File: config.mk
export PLATFORM = sky130hd
export DESIGN_NAME = spr_serial_port
export DESIGN_NICKNAME = d
export VERILOG_FILES = /design/src/rtl/spr_pkg.sv /design/src/rtl/spr_serial_port.sv
export SDC_FILE = /design/constraint.sdc
export NUM_CORES = 1
export LEC_CHECK = 0
export BUFFER_PORTS_ARGS = -buffer_cell sky130_fd_sc_hd__buf_2
export CAP_MARGIN = 20
export CORE_ASPECT_RATIO = 0.7
export CORE_MARGIN = 2
export CORE_UTILIZATION = 40
export CTS_BUF_LIST = sky130_fd_sc_hd__clkbuf_8 sky130_fd_sc_hd__clkbuf_16
export CTS_CLUSTER_DIAMETER = 30
export DETAILED_ROUTE_END_ITERATION = 12
export SLEW_MARGIN = 20
export SYNTH_ARGS = -nofsm -noshare
export SYNTH_HDL_FRONTEND = slang
export SYNTH_SLANG_ARGS = --single-unit
File: constraint.sdc
create_clock -name mclk -period 2.45 [get_ports mclk]
set_clock_uncertainty 0.05 [all_clocks]
set_input_delay 0.1225 -clock mclk [delete_from_list [all_inputs] [get_ports mclk]]
set_output_delay 0.1225 -clock mclk [all_outputs]
set_load 0.03 [all_outputs]
File: src/rtl/spr_pkg.sv
// Purpose: Shared constants and types for the serial port receive, mode and address block.
// Assumes: Registers are 32-bit APB words at byte address four times the register index.
// Notes:   Field positions of the serial control byte are fixed by the packed struct order.
package spr_pkg;

	// ----------------------------------------------------------------
	// Register map
	// ----------------------------------------------------------------
	localparam int          APB_ADDR_W         = 12;
	localparam logic [7:0]  SLAVE_ADDRESS_IDX  = 8'ha9;
	localparam logic [7:0]  ADDRESS_MASK_IDX   = 8'hb9;
	localparam logic [7:0]  SERIAL_CONTROL_IDX = 8'h10;
	localparam logic [7:0]  POWER_CONTROL_IDX  = 8'h11;
	localparam logic [7:0]  SERIAL_BUFFER_IDX  = 8'h12;

	// Power control field positions.
	localparam int          PC_RATE_DOUBLE     = 7;
	localparam int          PC_FE_SELECT       = 6;
	localparam int          PC_TIMER2_SEL      = 0;

	// Reset values.
	localparam logic [7:0]  CONTROL_RESET      = 8'h00;
	localparam logic [7:0]  ADDRESS_RESET      = 8'h00;
	localparam logic [7:0]  MASK_RESET         = 8'h00;
	localparam logic [31:0] READ_RESET         = 32'h0000_0000;

	// ----------------------------------------------------------------
	// Modes and timing counts in oscillator clocks
	// ----------------------------------------------------------------
	localparam logic [1:0]  MODE_SYNC          = 2'h0;
	localparam logic [1:0]  MODE_ASYNC10       = 2'h1;
	localparam logic [1:0]  MODE_ASYNC11_FIXED = 2'h2;
	localparam logic [1:0]  MODE_ASYNC11_TIMER = 2'h3;
	localparam logic [3:0]  M0_PERIOD_SLOW     = 4'hc;
	localparam logic [3:0]  M0_PERIOD_FAST     = 4'h4;
	localparam logic [3:0]  M0_FALL_SLOW       = 4'h3;
	localparam logic [3:0]  M0_RISE_SLOW       = 4'h9;
	localparam logic [3:0]  M0_FALL_FAST       = 4'h1;
	localparam logic [3:0]  M0_RISE_FAST       = 4'h3;
	localparam logic [2:0]  M2_TICK_SLOW       = 3'h4;
	localparam logic [2:0]  M2_TICK_FAST       = 3'h2;
	localparam logic [3:0]  SLICE_LAST         = 4'hf;
	localparam logic [3:0]  SAMPLE_A           = 4'h7;
	localparam logic [3:0]  SAMPLE_B           = 4'h8;
	localparam logic [3:0]  SAMPLE_C           = 4'h9;
	localparam logic [3:0]  STOP_IDX_10        = 4'h9;
	localparam logic [3:0]  STOP_IDX_11        = 4'ha;
	localparam logic [3:0]  FRAME_BITS_10      = 4'ha;
	localparam logic [3:0]  FRAME_BITS_11      = 4'hb;
	localparam logic [3:0]  SYNC_BITS          = 4'h8;

	// ----------------------------------------------------------------
	// Types
	// ----------------------------------------------------------------
	typedef struct packed {
		logic modeBit0;
		logic modeBit1;
		logic multiprocessorEnable;
		logic receiveEnable;
		logic txNinthBit;
		logic rxNinthBit;
		logic txDoneFlag;
		logic rxDoneFlag;
	} spr_ctrl_t;

	typedef struct packed {
		logic                  psel;
		logic                  penable;
		logic                  pwrite;
		logic [APB_ADDR_W-1:0] paddr;
		logic [31:0]           pwdata;
	} spr_apb_req_t;

	typedef enum logic [1:0] {RX_IDLE, RX_RUN} spr_rx_state_t;
	typedef enum logic [1:0] {TX_IDLE, TX_RUN} spr_tx_state_t;
	typedef enum logic [1:0] {SY_IDLE, SY_TX, SY_RX} spr_sync_state_t;

endpackage

File: src/rtl/spr_serial_port.sv
// Purpose: Serial port with mode select, receive gating, framing error and address match.
// Assumes: Inputs are synchronous to mclk; timer overflow inputs are one-cycle strobes.
// Notes:   Registers sit on APB; every access takes one wait state.
`timescale 1ns/1ps

// Behaviour
// RQ1 - Complete frame only if done clear, gating passes
// RQ2 - Completion loads ninth bit, buffer, sets done
// RQ3 - After mid stop bit, watch for start
// RQ4 - Mode 3 equals mode 2, timer rate
// RQ5 - Buffer write always starts a transmission; in mode 0 the code starts one only when the shift engine is idle
// RQ6 - Mode 0 receive starts when enabled, idle
// RQ7 - Async receive starts on start bit, enabled
// RQ8 - Two mode bits select mode 0 to 3
// RQ9 - Frames are 8, 10 or 11 bits
// RQ10 - Bit clock 4/12 or 32/64, timers otherwise
// RQ11 - Missing valid stop bit sets framing error
// RQ12 - fe_select steers top control bit access
// RQ13 - Framing error sticky until software clears it
// RQ14 - Software sets fe_select to reach error
// RQ15 - Address bytes carry ninth bit one, matched
// RQ16 - Mode 1 gating needs stop one, match
// RQ17 - Given address compares only masked bits
// RQ18 - Broadcast address is address OR mask
// RQ19 - Address and mask reset to zero
// RQ20 - Slave software clears enable once addressed
// RQ21 - Software configures mode and timers first
// RQ22 - Mode 0 rate picked by multiprocessor bit
// RQ23 - Falling edge resets slices, vote three samples
// RQ24 - Invalid start bit aborts the reception
// RQ25 - Mode 1 rate from timer overflow divide
// RQ26 - Discarded frame leaves buffer, flags unchanged
// RQ27 - Stop bit is the voted mid value
module spr_serial_port (
	// Clock and reset
	input  wire logic                 mclk,
	input  wire logic                 rst,
	// APB slave
	input  wire spr_pkg::spr_apb_req_t apbReq,
	output logic [31:0]               prdata,
	output logic                      pready,
	output logic                      pslverr,
	// Timer overflow strobes
	input  wire logic                 timer1Overflow,
	input  wire logic                 timer2Overflow,
	// Serial pins
	input  wire logic                 rxdIn,
	output logic                      rxdOut,
	output logic                      rxdOe,
	output logic                      txdOut
);
	import spr_pkg::*;

	// ----------------------------------------------------------------
	// Helper functions
	// ----------------------------------------------------------------
	// Two-of-three vote rejects a single noisy sample.
	function automatic logic majority(input logic a, input logic b, input logic c);
		majority = (a & b) | (a & c) | (b & c);
	endfunction

	function automatic logic regHit(input logic [APB_ADDR_W-1:0] addr, input logic [7:0] idx);
		regHit = (addr == {2'h0, idx, 2'h0});
	endfunction

	// ----------------------------------------------------------------
	// State declarations
	// ----------------------------------------------------------------
	spr_ctrl_t       ctrl,          next_ctrl;
	logic            framingError,  next_framingError;
	logic            feSelect,      next_feSelect;
	logic            rateDouble,    next_rateDouble;
	logic            timer2Sel,     next_timer2Sel;
	logic [7:0]      slaveAddress,  next_slaveAddress;
	logic [7:0]      addressMask,   next_addressMask;
	logic [7:0]      rxBuffer,      next_rxBuffer;
	logic [31:0]     next_prdata;
	logic            next_pready,   next_pslverr;
	logic [2:0]      tickCnt,       next_tickCnt;
	logic            ovfHalf,       next_ovfHalf;
	spr_rx_state_t   rxState,       next_rxState;
	logic [3:0]      rxDiv,         next_rxDiv;
	logic [3:0]      rxBits,        next_rxBits;
	logic [8:0]      rxShift,       next_rxShift;
	logic [1:0]      rxVotes,       next_rxVotes;
	logic            rxdPrev,       next_rxdPrev;
	spr_tx_state_t   txState,       next_txState;
	logic [3:0]      txDiv,         next_txDiv;
	logic [3:0]      txLeft,        next_txLeft;
	logic [10:0]     txShift,       next_txShift;
	logic            txLine,        next_txLine;
	spr_sync_state_t syState,       next_syState;
	logic [3:0]      syPhase,       next_syPhase;
	logic [3:0]      syBits,        next_syBits;
	logic [7:0]      syShift,       next_syShift;
	logic            next_txdOut,   next_rxdOut,  next_rxdOe;

	// Events and decoded terms.
	logic [1:0]      mode;
	logic            asyncMode,     nineBit,      sampleTick;
	logic            busWrite,      busRead,      bufWrite;
	logic            rxLoad,        rxLoadNinth,  feSet,        txSetDone;
	logic [7:0]      rxLoadByte;
	logic            stopEval,      stopAllowed,  stopBit,      addrMatch;
	logic            syClkLow;
	logic [3:0]      syPeriod,      syFall,       syRise;

	// ----------------------------------------------------------------
	// Mode decode and bus decode
	// ----------------------------------------------------------------
	// The tabled-first bit is the low bit of the mode number.
	always_comb begin
		mode      = {ctrl.modeBit1, ctrl.modeBit0}; // RQ8
		asyncMode = (mode != MODE_SYNC); // RQ8
		nineBit   = (mode == MODE_ASYNC11_FIXED) || (mode == MODE_ASYNC11_TIMER); // RQ4 RQ9
		busWrite  = apbReq.psel && apbReq.penable && pready && apbReq.pwrite;
		busRead   = apbReq.psel && apbReq.penable && !pready && !apbReq.pwrite;
		bufWrite  = busWrite && regHit(apbReq.paddr, SERIAL_BUFFER_IDX); // RQ5
	end

	// ----------------------------------------------------------------
	// Sixteen-times sample tick
	// ----------------------------------------------------------------
	// Mode 2 divides the oscillator; modes 1 and 3 take timer overflows, and timer 1
	// without rate doubling needs every second overflow for the slower rate.
	always_comb begin
		next_tickCnt = tickCnt + 3'h1;
		next_ovfHalf = ovfHalf;
		sampleTick   = 1'b0;
		if (mode == MODE_ASYNC11_FIXED) begin
			if (tickCnt >= (rateDouble ? M2_TICK_FAST : M2_TICK_SLOW) - 3'h1) begin // RQ10
				next_tickCnt = 3'h0;
				sampleTick   = 1'b1;
			end
		end else begin
			next_tickCnt = 3'h0;
			if (timer2Sel) begin
				sampleTick = timer2Overflow; // RQ25
			end else if (timer1Overflow) begin
				next_ovfHalf = !ovfHalf;
				sampleTick   = rateDouble || ovfHalf; // RQ25 RQ4
			end
		end
	end

	always_ff @(posedge mclk) begin
		if (rst) begin
			tickCnt <= 3'h0;
			ovfHalf <= 1'b0;
		end else begin
			tickCnt <= next_tickCnt;
			ovfHalf <= next_ovfHalf;
		end
	end

	// ----------------------------------------------------------------
	// Asynchronous receiver
	// ----------------------------------------------------------------
	// Given address: masked bits must equal. Broadcast: every one bit of the OR must be one.
	always_comb begin
		addrMatch = (((rxLoadByte ^ slaveAddress) & addressMask) == 8'h00) // RQ17
			|| (((rxLoadByte ^ (slaveAddress | addressMask))
			& (slaveAddress | addressMask)) == 8'h00); // RQ18
	end

	// The falling edge restarts the slice counter so slices line up with the bit.
	always_comb begin
		next_rxState = rxState;
		next_rxDiv   = rxDiv;
		next_rxBits  = rxBits;
		next_rxShift = rxShift;
		next_rxVotes = rxVotes;
		next_rxdPrev = rxdIn;
		stopEval     = 1'b0;
		stopBit      = majority(rxVotes[0], rxVotes[1], rxdIn); // RQ23 RQ27
		rxLoadByte   = nineBit ? rxShift[7:0] : rxShift[8:1];
		rxLoadNinth  = nineBit ? rxShift[8] : stopBit; // RQ2
		stopAllowed  = 1'b0;
		feSet        = 1'b0;
		case (rxState)
			RX_IDLE: begin
				if (asyncMode && ctrl.receiveEnable && rxdPrev && !rxdIn) begin // RQ7
					next_rxState = RX_RUN;
					next_rxDiv   = 4'h0; // RQ23
					next_rxBits  = 4'h0;
				end
			end
			RX_RUN: begin
				if (!asyncMode) begin
					next_rxState = RX_IDLE;
				end else if (sampleTick) begin
					next_rxDiv = rxDiv + 4'h1;
					if (rxDiv == SAMPLE_A) begin
						next_rxVotes[0] = rxdIn; // RQ23
					end
					if (rxDiv == SAMPLE_B) begin
						next_rxVotes[1] = rxdIn; // RQ23
					end
					if (rxDiv == SAMPLE_C) begin
						next_rxBits = rxBits + 4'h1;
						if (rxBits == 4'h0) begin
							if (stopBit) begin
								next_rxState = RX_IDLE; // RQ24
							end
						end else if (rxBits == (nineBit ? STOP_IDX_11 : STOP_IDX_10)) begin
							stopEval     = 1'b1;
							feSet        = !stopBit; // RQ11
							stopAllowed  = !ctrl.rxDoneFlag // RQ1
								&& (!ctrl.multiprocessorEnable
								|| (rxLoadNinth && addrMatch)); // RQ15 RQ16
							next_rxState = RX_IDLE; // RQ3
						end else begin
							next_rxShift = {stopBit, rxShift[8:1]};
						end
					end
				end
			end
			default: begin
				next_rxState = RX_IDLE;
			end
		endcase
	end

	always_ff @(posedge mclk) begin
		if (rst) begin
			rxState <= RX_IDLE;
			rxDiv   <= 4'h0;
			rxBits  <= 4'h0;
			rxShift <= 9'h000;
			rxVotes <= 2'h0;
			rxdPrev <= 1'b1;
		end else begin
			rxState <= next_rxState;
			rxDiv   <= next_rxDiv;
			rxBits  <= next_rxBits;
			rxShift <= next_rxShift;
			rxVotes <= next_rxVotes;
			rxdPrev <= next_rxdPrev;
		end
	end

	// ----------------------------------------------------------------
	// Asynchronous transmitter
	// ----------------------------------------------------------------
	// Bits leave on slice-counter rollovers; the write clears the counter, so the start is tied to the write.
	always_comb begin
		next_txState = txState;
		next_txDiv   = txDiv;
		next_txLeft  = txLeft;
		next_txShift = txShift;
		next_txLine  = txLine;
		txSetDone    = 1'b0;
		if (bufWrite && asyncMode) begin
			next_txState = TX_RUN; // RQ5
			next_txDiv   = 4'h0;
			next_txLeft  = nineBit ? FRAME_BITS_11 : FRAME_BITS_10; // RQ9
			next_txShift = nineBit ? {1'b1, ctrl.txNinthBit, apbReq.pwdata[7:0], 1'b0}
				: {2'h3, apbReq.pwdata[7:0], 1'b0};
		end else if (txState == TX_RUN && sampleTick) begin
			next_txDiv = txDiv + 4'h1;
			if (txDiv == SLICE_LAST) begin
				next_txLine  = txShift[0];
				next_txShift = {1'b1, txShift[10:1]};
				next_txLeft  = txLeft - 4'h1;
				if (txLeft == 4'h1) begin
					txSetDone    = 1'b1;
					next_txState = TX_IDLE;
				end
			end
		end else if (!asyncMode) begin
			next_txState = TX_IDLE;
			next_txLine  = 1'b1;
		end
	end

	always_ff @(posedge mclk) begin
		if (rst) begin
			txState <= TX_IDLE;
			txDiv   <= 4'h0;
			txLeft  <= 4'h0;
			txShift <= 11'h7ff;
			txLine  <= 1'b1;
		end else begin
			txState <= next_txState;
			txDiv   <= next_txDiv;
			txLeft  <= next_txLeft;
			txShift <= next_txShift;
			txLine  <= next_txLine;
		end
	end

	// ----------------------------------------------------------------
	// Mode 0 shift engine
	// ----------------------------------------------------------------
	// Half duplex: one engine serves both directions, a write wins over a pending receive.
	always_comb begin
		syPeriod     = ctrl.multiprocessorEnable ? M0_PERIOD_FAST : M0_PERIOD_SLOW; // RQ22
		syFall       = ctrl.multiprocessorEnable ? M0_FALL_FAST : M0_FALL_SLOW; // RQ10
		syRise       = ctrl.multiprocessorEnable ? M0_RISE_FAST : M0_RISE_SLOW; // RQ10
		syClkLow     = (syState != SY_IDLE) && (syPhase >= syFall) && (syPhase < syRise);
		next_syState = syState;
		next_syPhase = syPhase;
		next_syBits  = syBits;
		next_syShift = syShift;
		rxLoad       = stopAllowed; // RQ2
		case (syState)
			SY_IDLE: begin
				next_syPhase = 4'h0;
				next_syBits  = 4'h0;
				if (!asyncMode && bufWrite) begin
					next_syState = SY_TX; // RQ5
					next_syShift = apbReq.pwdata[7:0];
				end else if (!asyncMode && !ctrl.rxDoneFlag && ctrl.receiveEnable) begin
					next_syState = SY_RX; // RQ6
				end
			end
			SY_TX, SY_RX: begin
				next_syPhase = syPhase + 4'h1;
				if (syState == SY_RX && syPhase == syRise) begin
					next_syShift = {rxdIn, syShift[7:1]}; // RQ6
				end
				if (syPhase == syPeriod - 4'h1) begin
					next_syPhase = 4'h0;
					next_syBits  = syBits + 4'h1;
					if (syState == SY_TX) begin
						next_syShift = {1'b1, syShift[7:1]};
					end
					if (syBits == SYNC_BITS - 4'h1) begin // RQ9
						next_syState = SY_IDLE;
						rxLoad       = (syState == SY_RX);
					end
				end
				if (asyncMode) begin
					next_syState = SY_IDLE;
				end
			end
			default: begin
				next_syState = SY_IDLE;
			end
		endcase
	end

	always_ff @(posedge mclk) begin
		if (rst) begin
			syState <= SY_IDLE;
			syPhase <= 4'h0;
			syBits  <= 4'h0;
			syShift <= 8'h00;
		end else begin
			syState <= next_syState;
			syPhase <= next_syPhase;
			syBits  <= next_syBits;
			syShift <= next_syShift;
		end
	end

	// ----------------------------------------------------------------
	// Pin drivers
	// ----------------------------------------------------------------
	// Registered pins cost one cycle of skew but keep the outputs glitch free.
	always_comb begin
		next_txdOut = asyncMode ? txLine : !syClkLow; // RQ6
		next_rxdOe  = !asyncMode && (syState == SY_TX);
		next_rxdOut = syShift[0];
	end

	always_ff @(posedge mclk) begin
		if (rst) begin
			txdOut <= 1'b1;
			rxdOut <= 1'b1;
			rxdOe  <= 1'b0;
		end else begin
			txdOut <= next_txdOut;
			rxdOut <= next_rxdOut;
			rxdOe  <= next_rxdOe;
		end
	end

	// ----------------------------------------------------------------
	// Register file and APB slave
	// ----------------------------------------------------------------
	// Hardware sets are applied after software writes so a set is never lost.
	always_comb begin
		next_ctrl         = ctrl;
		next_framingError = framingError;
		next_feSelect     = feSelect;
		next_rateDouble   = rateDouble;
		next_timer2Sel    = timer2Sel;
		next_slaveAddress = slaveAddress;
		next_addressMask  = addressMask;
		next_rxBuffer     = rxBuffer;
		next_pready       = apbReq.psel && apbReq.penable && !pready;
		next_pslverr      = 1'b0;
		next_prdata       = prdata;
		if (busWrite && regHit(apbReq.paddr, SERIAL_CONTROL_IDX)) begin
			next_ctrl = spr_ctrl_t'(apbReq.pwdata[7:0]);
			if (feSelect) begin
				next_ctrl.modeBit0 = ctrl.modeBit0;
				next_framingError  = apbReq.pwdata[7]; // RQ12 RQ13
			end
		end
		if (busWrite && regHit(apbReq.paddr, POWER_CONTROL_IDX)) begin
			next_rateDouble = apbReq.pwdata[PC_RATE_DOUBLE];
			next_feSelect   = apbReq.pwdata[PC_FE_SELECT];
			next_timer2Sel  = apbReq.pwdata[PC_TIMER2_SEL];
		end
		if (busWrite && regHit(apbReq.paddr, SLAVE_ADDRESS_IDX)) begin
			next_slaveAddress = apbReq.pwdata[7:0];
		end
		if (busWrite && regHit(apbReq.paddr, ADDRESS_MASK_IDX)) begin
			next_addressMask = apbReq.pwdata[7:0];
		end
		if (rxLoad) begin
			// The last mode 0 bit may shift in the load cycle itself.
			next_rxBuffer        = asyncMode ? rxLoadByte : next_syShift; // RQ2
			next_ctrl.rxDoneFlag = 1'b1; // RQ2
			if (asyncMode) begin
				next_ctrl.rxNinthBit = rxLoadNinth; // RQ2
			end
		end
		if (txSetDone || (syState == SY_TX && next_syState == SY_IDLE && !asyncMode)) begin
			next_ctrl.txDoneFlag = 1'b1;
		end
		if (feSet) begin
			next_framingError = 1'b1; // RQ11
		end
		if (busRead) begin
			next_prdata = READ_RESET;
			if (regHit(apbReq.paddr, SERIAL_CONTROL_IDX)) begin
				next_prdata[7:0] = {feSelect ? framingError : ctrl.modeBit0, ctrl[6:0]}; // RQ12
			end else if (regHit(apbReq.paddr, POWER_CONTROL_IDX)) begin
				next_prdata[PC_RATE_DOUBLE] = rateDouble;
				next_prdata[PC_FE_SELECT]   = feSelect;
				next_prdata[PC_TIMER2_SEL]  = timer2Sel;
			end else if (regHit(apbReq.paddr, SLAVE_ADDRESS_IDX)) begin
				next_prdata[7:0] = slaveAddress;
			end else if (regHit(apbReq.paddr, ADDRESS_MASK_IDX)) begin
				next_prdata[7:0] = addressMask;
			end else if (regHit(apbReq.paddr, SERIAL_BUFFER_IDX)) begin
				next_prdata[7:0] = rxBuffer;
			end else begin
				next_pslverr = 1'b1;
			end
		end
		if (next_pready && apbReq.pwrite && !(regHit(apbReq.paddr, SERIAL_CONTROL_IDX)
			|| regHit(apbReq.paddr, POWER_CONTROL_IDX)
			|| regHit(apbReq.paddr, SLAVE_ADDRESS_IDX)
			|| regHit(apbReq.paddr, ADDRESS_MASK_IDX)
			|| regHit(apbReq.paddr, SERIAL_BUFFER_IDX))) begin
			next_pslverr = 1'b1;
		end
	end

	always_ff @(posedge mclk) begin
		if (rst) begin
			ctrl         <= spr_ctrl_t'(CONTROL_RESET);
			framingError <= 1'b0;
			feSelect     <= 1'b0;
			rateDouble   <= 1'b0;
			timer2Sel    <= 1'b0;
			slaveAddress <= ADDRESS_RESET; // RQ19
			addressMask  <= MASK_RESET; // RQ19
			rxBuffer     <= 8'h00;
			prdata       <= READ_RESET;
			pready       <= 1'b0;
			pslverr      <= 1'b0;
		end else begin
			ctrl         <= next_ctrl;
			framingError <= next_framingError;
			feSelect     <= next_feSelect;
			rateDouble   <= next_rateDouble;
			timer2Sel    <= next_timer2Sel;
			slaveAddress <= next_slaveAddress;
			addressMask  <= next_addressMask;
			rxBuffer     <= next_rxBuffer;
			prdata       <= next_prdata;
			pready       <= next_pready;
			pslverr      <= next_pslverr;
		end
	end
endmodule

==> impl_metrics.yaml <==
status:
  status: "finished clean"
global_routing:
  track_usage_pct: 20.3
  global_route_hottest_layer: "met2"
  gr-usage-met1_pct: 28.4
  grt_overflow: 0
  met2_usage_pct: 32.2
  via_count_of_the_first_global_routing_pass: 5216
  grt.met3_usage_pct: 3.70
  grt_start_max_net_pins: 70
  number_of_antenna_violations_at_the_first_check_in_global_routing: 0
  grt_pass1_wl_microns: 26500
logic_synthesis:
  synth_flop_cell: "sky130_fd_sc_hd__dfxtp_1"
  netlist_top_cells_area: "sky130_fd_sc_hd__dfxtp_1, sky130_fd_sc_hd__mux2i_1, sky130_fd_sc_hd__nor2_1"
  synth_enable_flop_cells: 0
  asyncSetResetFlopFracSynth_pct: 0
  yosys.area_share.simple_pct: 22.8
  post-synth-top-count-cell: "sky130_fd_sc_hd__nor2_1"
  synth_warnings: 0
  synth_xor_xnor_area_share_pct: 2.57
  number_of_synthesized_register_bits: 112
  synth_top_area_share_pct: 36.6
  syn_inst: 722
  post_synth_fa_ha_maj_area_fraction_pct: 4.04
  yosysTopAreaCell: "sky130_fd_sc_hd__dfxtp_1"
  commonest_cells_in_the_netlist: "sky130_fd_sc_hd__nor2_1, sky130_fd_sc_hd__dfxtp_1, sky130_fd_sc_hd__mux2i_1"
  synth_top_family_by_area: "simple AND/OR/NAND/NOR gates"
  synth_mux_area_share_pct: 12.9
  synthesis.area_per_instance_sq_um: 8.49
  synth_area_sq_um: 6130
  synth.lib_cells_used.distinct: 65
  yosysSeqAreaShare_pct: 36.6
  synth_compound_area_share_pct: 14.5
floorplanning:
  placeableCoreArea_sq_um: 14900
  floorplan.die_area_sq_um: 16400
  ioPinCount: 89
  die_height_microns: 108
  die_w_microns: 152
  floorplan.initialDensity_pct: 41.3
  core.rowCount: 37
setup_path:
  arrival_ns: 2.59
  crit-reg2reg-launch: "ctrl[6]"
  setup.reg_to_reg.worst_slack_ns: 0.06
  cp_slowest_stage_delay_ns: 0.41
  worst_r2r_endpoint: "ctrl[2]"
  worst_setup_path_start_kind: "flop"
  crit_path_cell_trace: "buf_4 > or3b_4 > a21oi_4 > nor3b_4 > nand2b_4 > nor4_4 > buf_4 > o21ai_2 > mux2_4"
  critPathMostFrequentCell: "sky130_fd_sc_hd__buf_4"
  worstPathRequired_ns: 2.64
  crit_start: "ctrl[6]"
  path_class: "reg2reg"
  cpLargestDelayFamily: "simple AND/OR/NAND/NOR gates"
  worst_path_max_delay_cell: "sky130_fd_sc_hd__or3b_4"
  critical_path.endpoint_type: "flop"
  worstPathBufferInverterCount: 2
  r2r_cells: 9
  crit_path_max_fanout: 8
sta:
  grt_setup_unrepaired: "true"
  final_min_period_over_clock_period_pct: 97.7
  timing_max_transition_violations_final: 0
  hold_viol_final: 0
  setup_slack_ns: 0.0562
  slew_headroom_pct: 50.1
  tightestPinTransition_ns: 0.748
  setup-violations-final: 0
  fin_crit_ns: 2.39
  max_clock_freq_ghz: 0.418
power:
  p_int_mw: 2.90
  irDropWorstVdd_uv: 330
  power.switching_uw: 835
  p_leak_nw: 2.84
  combinationalPowerShare_pct: 5.3
  seq_power_share_pct: 49.0
  netSwitchingFraction_pct: 22.4
  power_per_cell_area_nw_per_um2: 519
  clock_power_share_pct: 45.7
worst_hold_path:
  timing.hold.worst.class: "in2reg"
  holdPathStages: 3
  timing.hold.worst.start: "apbReq[45]"
  capture_endpoint_of_the_worst_hold_path: "pready"
place:
  replace_congestion: 0.903
  port-buffer-count: 40
  preCtsSetupSlack_ns: -0.109
  place.detailed.hpwl_microns: 12200
cells_and_area:
  fill_cells: 1424
  drive_gt1_share_pct: 21.0
  count_of_inserted_antenna_diode_cells: 0
  finalCoreUtilization_pct: 48.3
  syn2layout_area_growth_pct: 17.2
  seqCellArea_sq_um: 2250
  combined_area_of_the_multi_input_logic_cells_sq_um: 3660
  finalNetCount: 858
detailed_routing:
  initialDrtViolationCount: 299
  post_drt_via_cell_ratio: 5.40
  drt_pass1_iterations: 5
  routed_wirelength_microns: 16300
  drt-wirelength-per-cell_microns: 16.5
  antenna_left: 0
  vias: 5321
  remaining_drc_errors: 0
clock_tree:
  tritoncts: "done"
  cts_max_path_buffers: 2
  clock_sinks: 112
  path_clk_slew_ns: 0.07
  ctsHtreeMaxLevel: 3
  cts_inserted_buffers: 9
  ctsRootBufferMaster: "sky130_fd_sc_hd__clkbuf_16"
  clock_insertion_delay_worst_skew_ns: 0.35
  cts-hold-fix-buffers: 0
run:
  drv.max_cap_violation_count: 0
-- layer usage --
metal	routed length (microns)	part of all wire, %
met5	0	0
met3	771	4.7
met4	148	0.91
met2	7230	44
met1	8150	50
-- metrics by stage --
stage          instance area, sq um  hold WS, ns  instances  TNS (ns)  power (mW)
3_3_place_gp                   6710        0.380        967    -0.164        2.07
6_report                       7180       0.0366        986         0        3.73
2_1_floorplan                  6220        0.179        745         0        2.03
4_1_cts                        7100       0.0232        983         0        3.76
3_5_place_dp                   6710        0.393        967    -0.798        2.07
5_1_grt                        7180       0.0356        986    -0.118        3.86
-- state kept, by name, indices dropped and copies added, names as in the netlist, 3 cells and up --
name and flops:
addressMask 8, ctrl 8, prdata 8, rxBits 4, rxBuffer 8, rxDiv 4
rxShift 9, slaveAddress 8, syBits 4, syPhase 4, syShift 8, tickCnt 3
txDiv 4, txLeft 4, txShift 10
-- repair_timing --
item,CTS,global route
endpoints found under the setup margin,15,18
setup buffers,1,3
pin swaps,1,8
resized for setup,8,19
-- worst max path at each step --
stage	to	cells past startpoint
3_5_place_dp	ctrl[0]	9
3_3_place_gp	ctrl[2]	8
4_1_cts	rxBuffer[4]	10
5_1_grt	rxBuffer[6]	10
6_report	ctrl[2]	9
2_1_floorplan	txShift[8]	11
-- logic make-up (layout without fill, tap and decap cells) --
group	count (synthesis)	in the layout
and+or+nand+nor	283	283
AOI/OAI and AO/OA	136	136
adders and majority gates	20	20
DFF	112	112
buffers and inverters	76	122
xor gates and xnor gates	18	18
other	1	24
muxes	76	76
-- worst register-to-register path: stages, from the launching register on --
cell	delay [ns]
sky130_fd_sc_hd__dfxtp_4	0.37
sky130_fd_sc_hd__buf_4	0.18
sky130_fd_sc_hd__or3b_4	0.41
sky130_fd_sc_hd__a21oi_4	0.14
sky130_fd_sc_hd__nor3b_4	0.23
sky130_fd_sc_hd__nand2b_4	0.11
sky130_fd_sc_hd__nor4_4	0.25
sky130_fd_sc_hd__buf_4	0.19
sky130_fd_sc_hd__o21ai_2	0.07
sky130_fd_sc_hd__mux2_4	0.29
-- placed cells by master, fill, tap and decap left out, types with 14 or more instances in the layout --
master,count
sky130_fd_sc_hd__a21oi_1,44
sky130_fd_sc_hd__buf_2,39
sky130_fd_sc_hd__buf_4,52
sky130_fd_sc_hd__conb_1,24
sky130_fd_sc_hd__dfxtp_1,107
sky130_fd_sc_hd__ha_1,18
sky130_fd_sc_hd__mux2_2,14
sky130_fd_sc_hd__mux2i_1,59
sky130_fd_sc_hd__nand2_1,50
sky130_fd_sc_hd__nor2_1,114
sky130_fd_sc_hd__nor3_1,22
sky130_fd_sc_hd__o21ai_0,22
sky130_fd_sc_hd__xor2_1,14
-- power by group through the flow --
stage	logic, mW	registers (mW)	clock network [mW]
after floorplan	0.142	1.89	0
after global placement	0.194	1.87	0
after detailed placement	0.197	1.87	0
after CTS	0.197	1.83	1.73
after global routing	0.213	1.83	1.81
final	0.199	1.83	1.70
-- final cells by class --
class / instances / area share (%)
repair buffers: 94 / 8.86
clock inverters: 5 / 1.45
flip-flops and latches: 112 / 31.4
well taps: 195 / 3.40
inverters: 13 / 0.679
multi-input cells: 557 / 50.9
clock buffers: 10 / 3.33
Power figures use the tool's default switching activity.
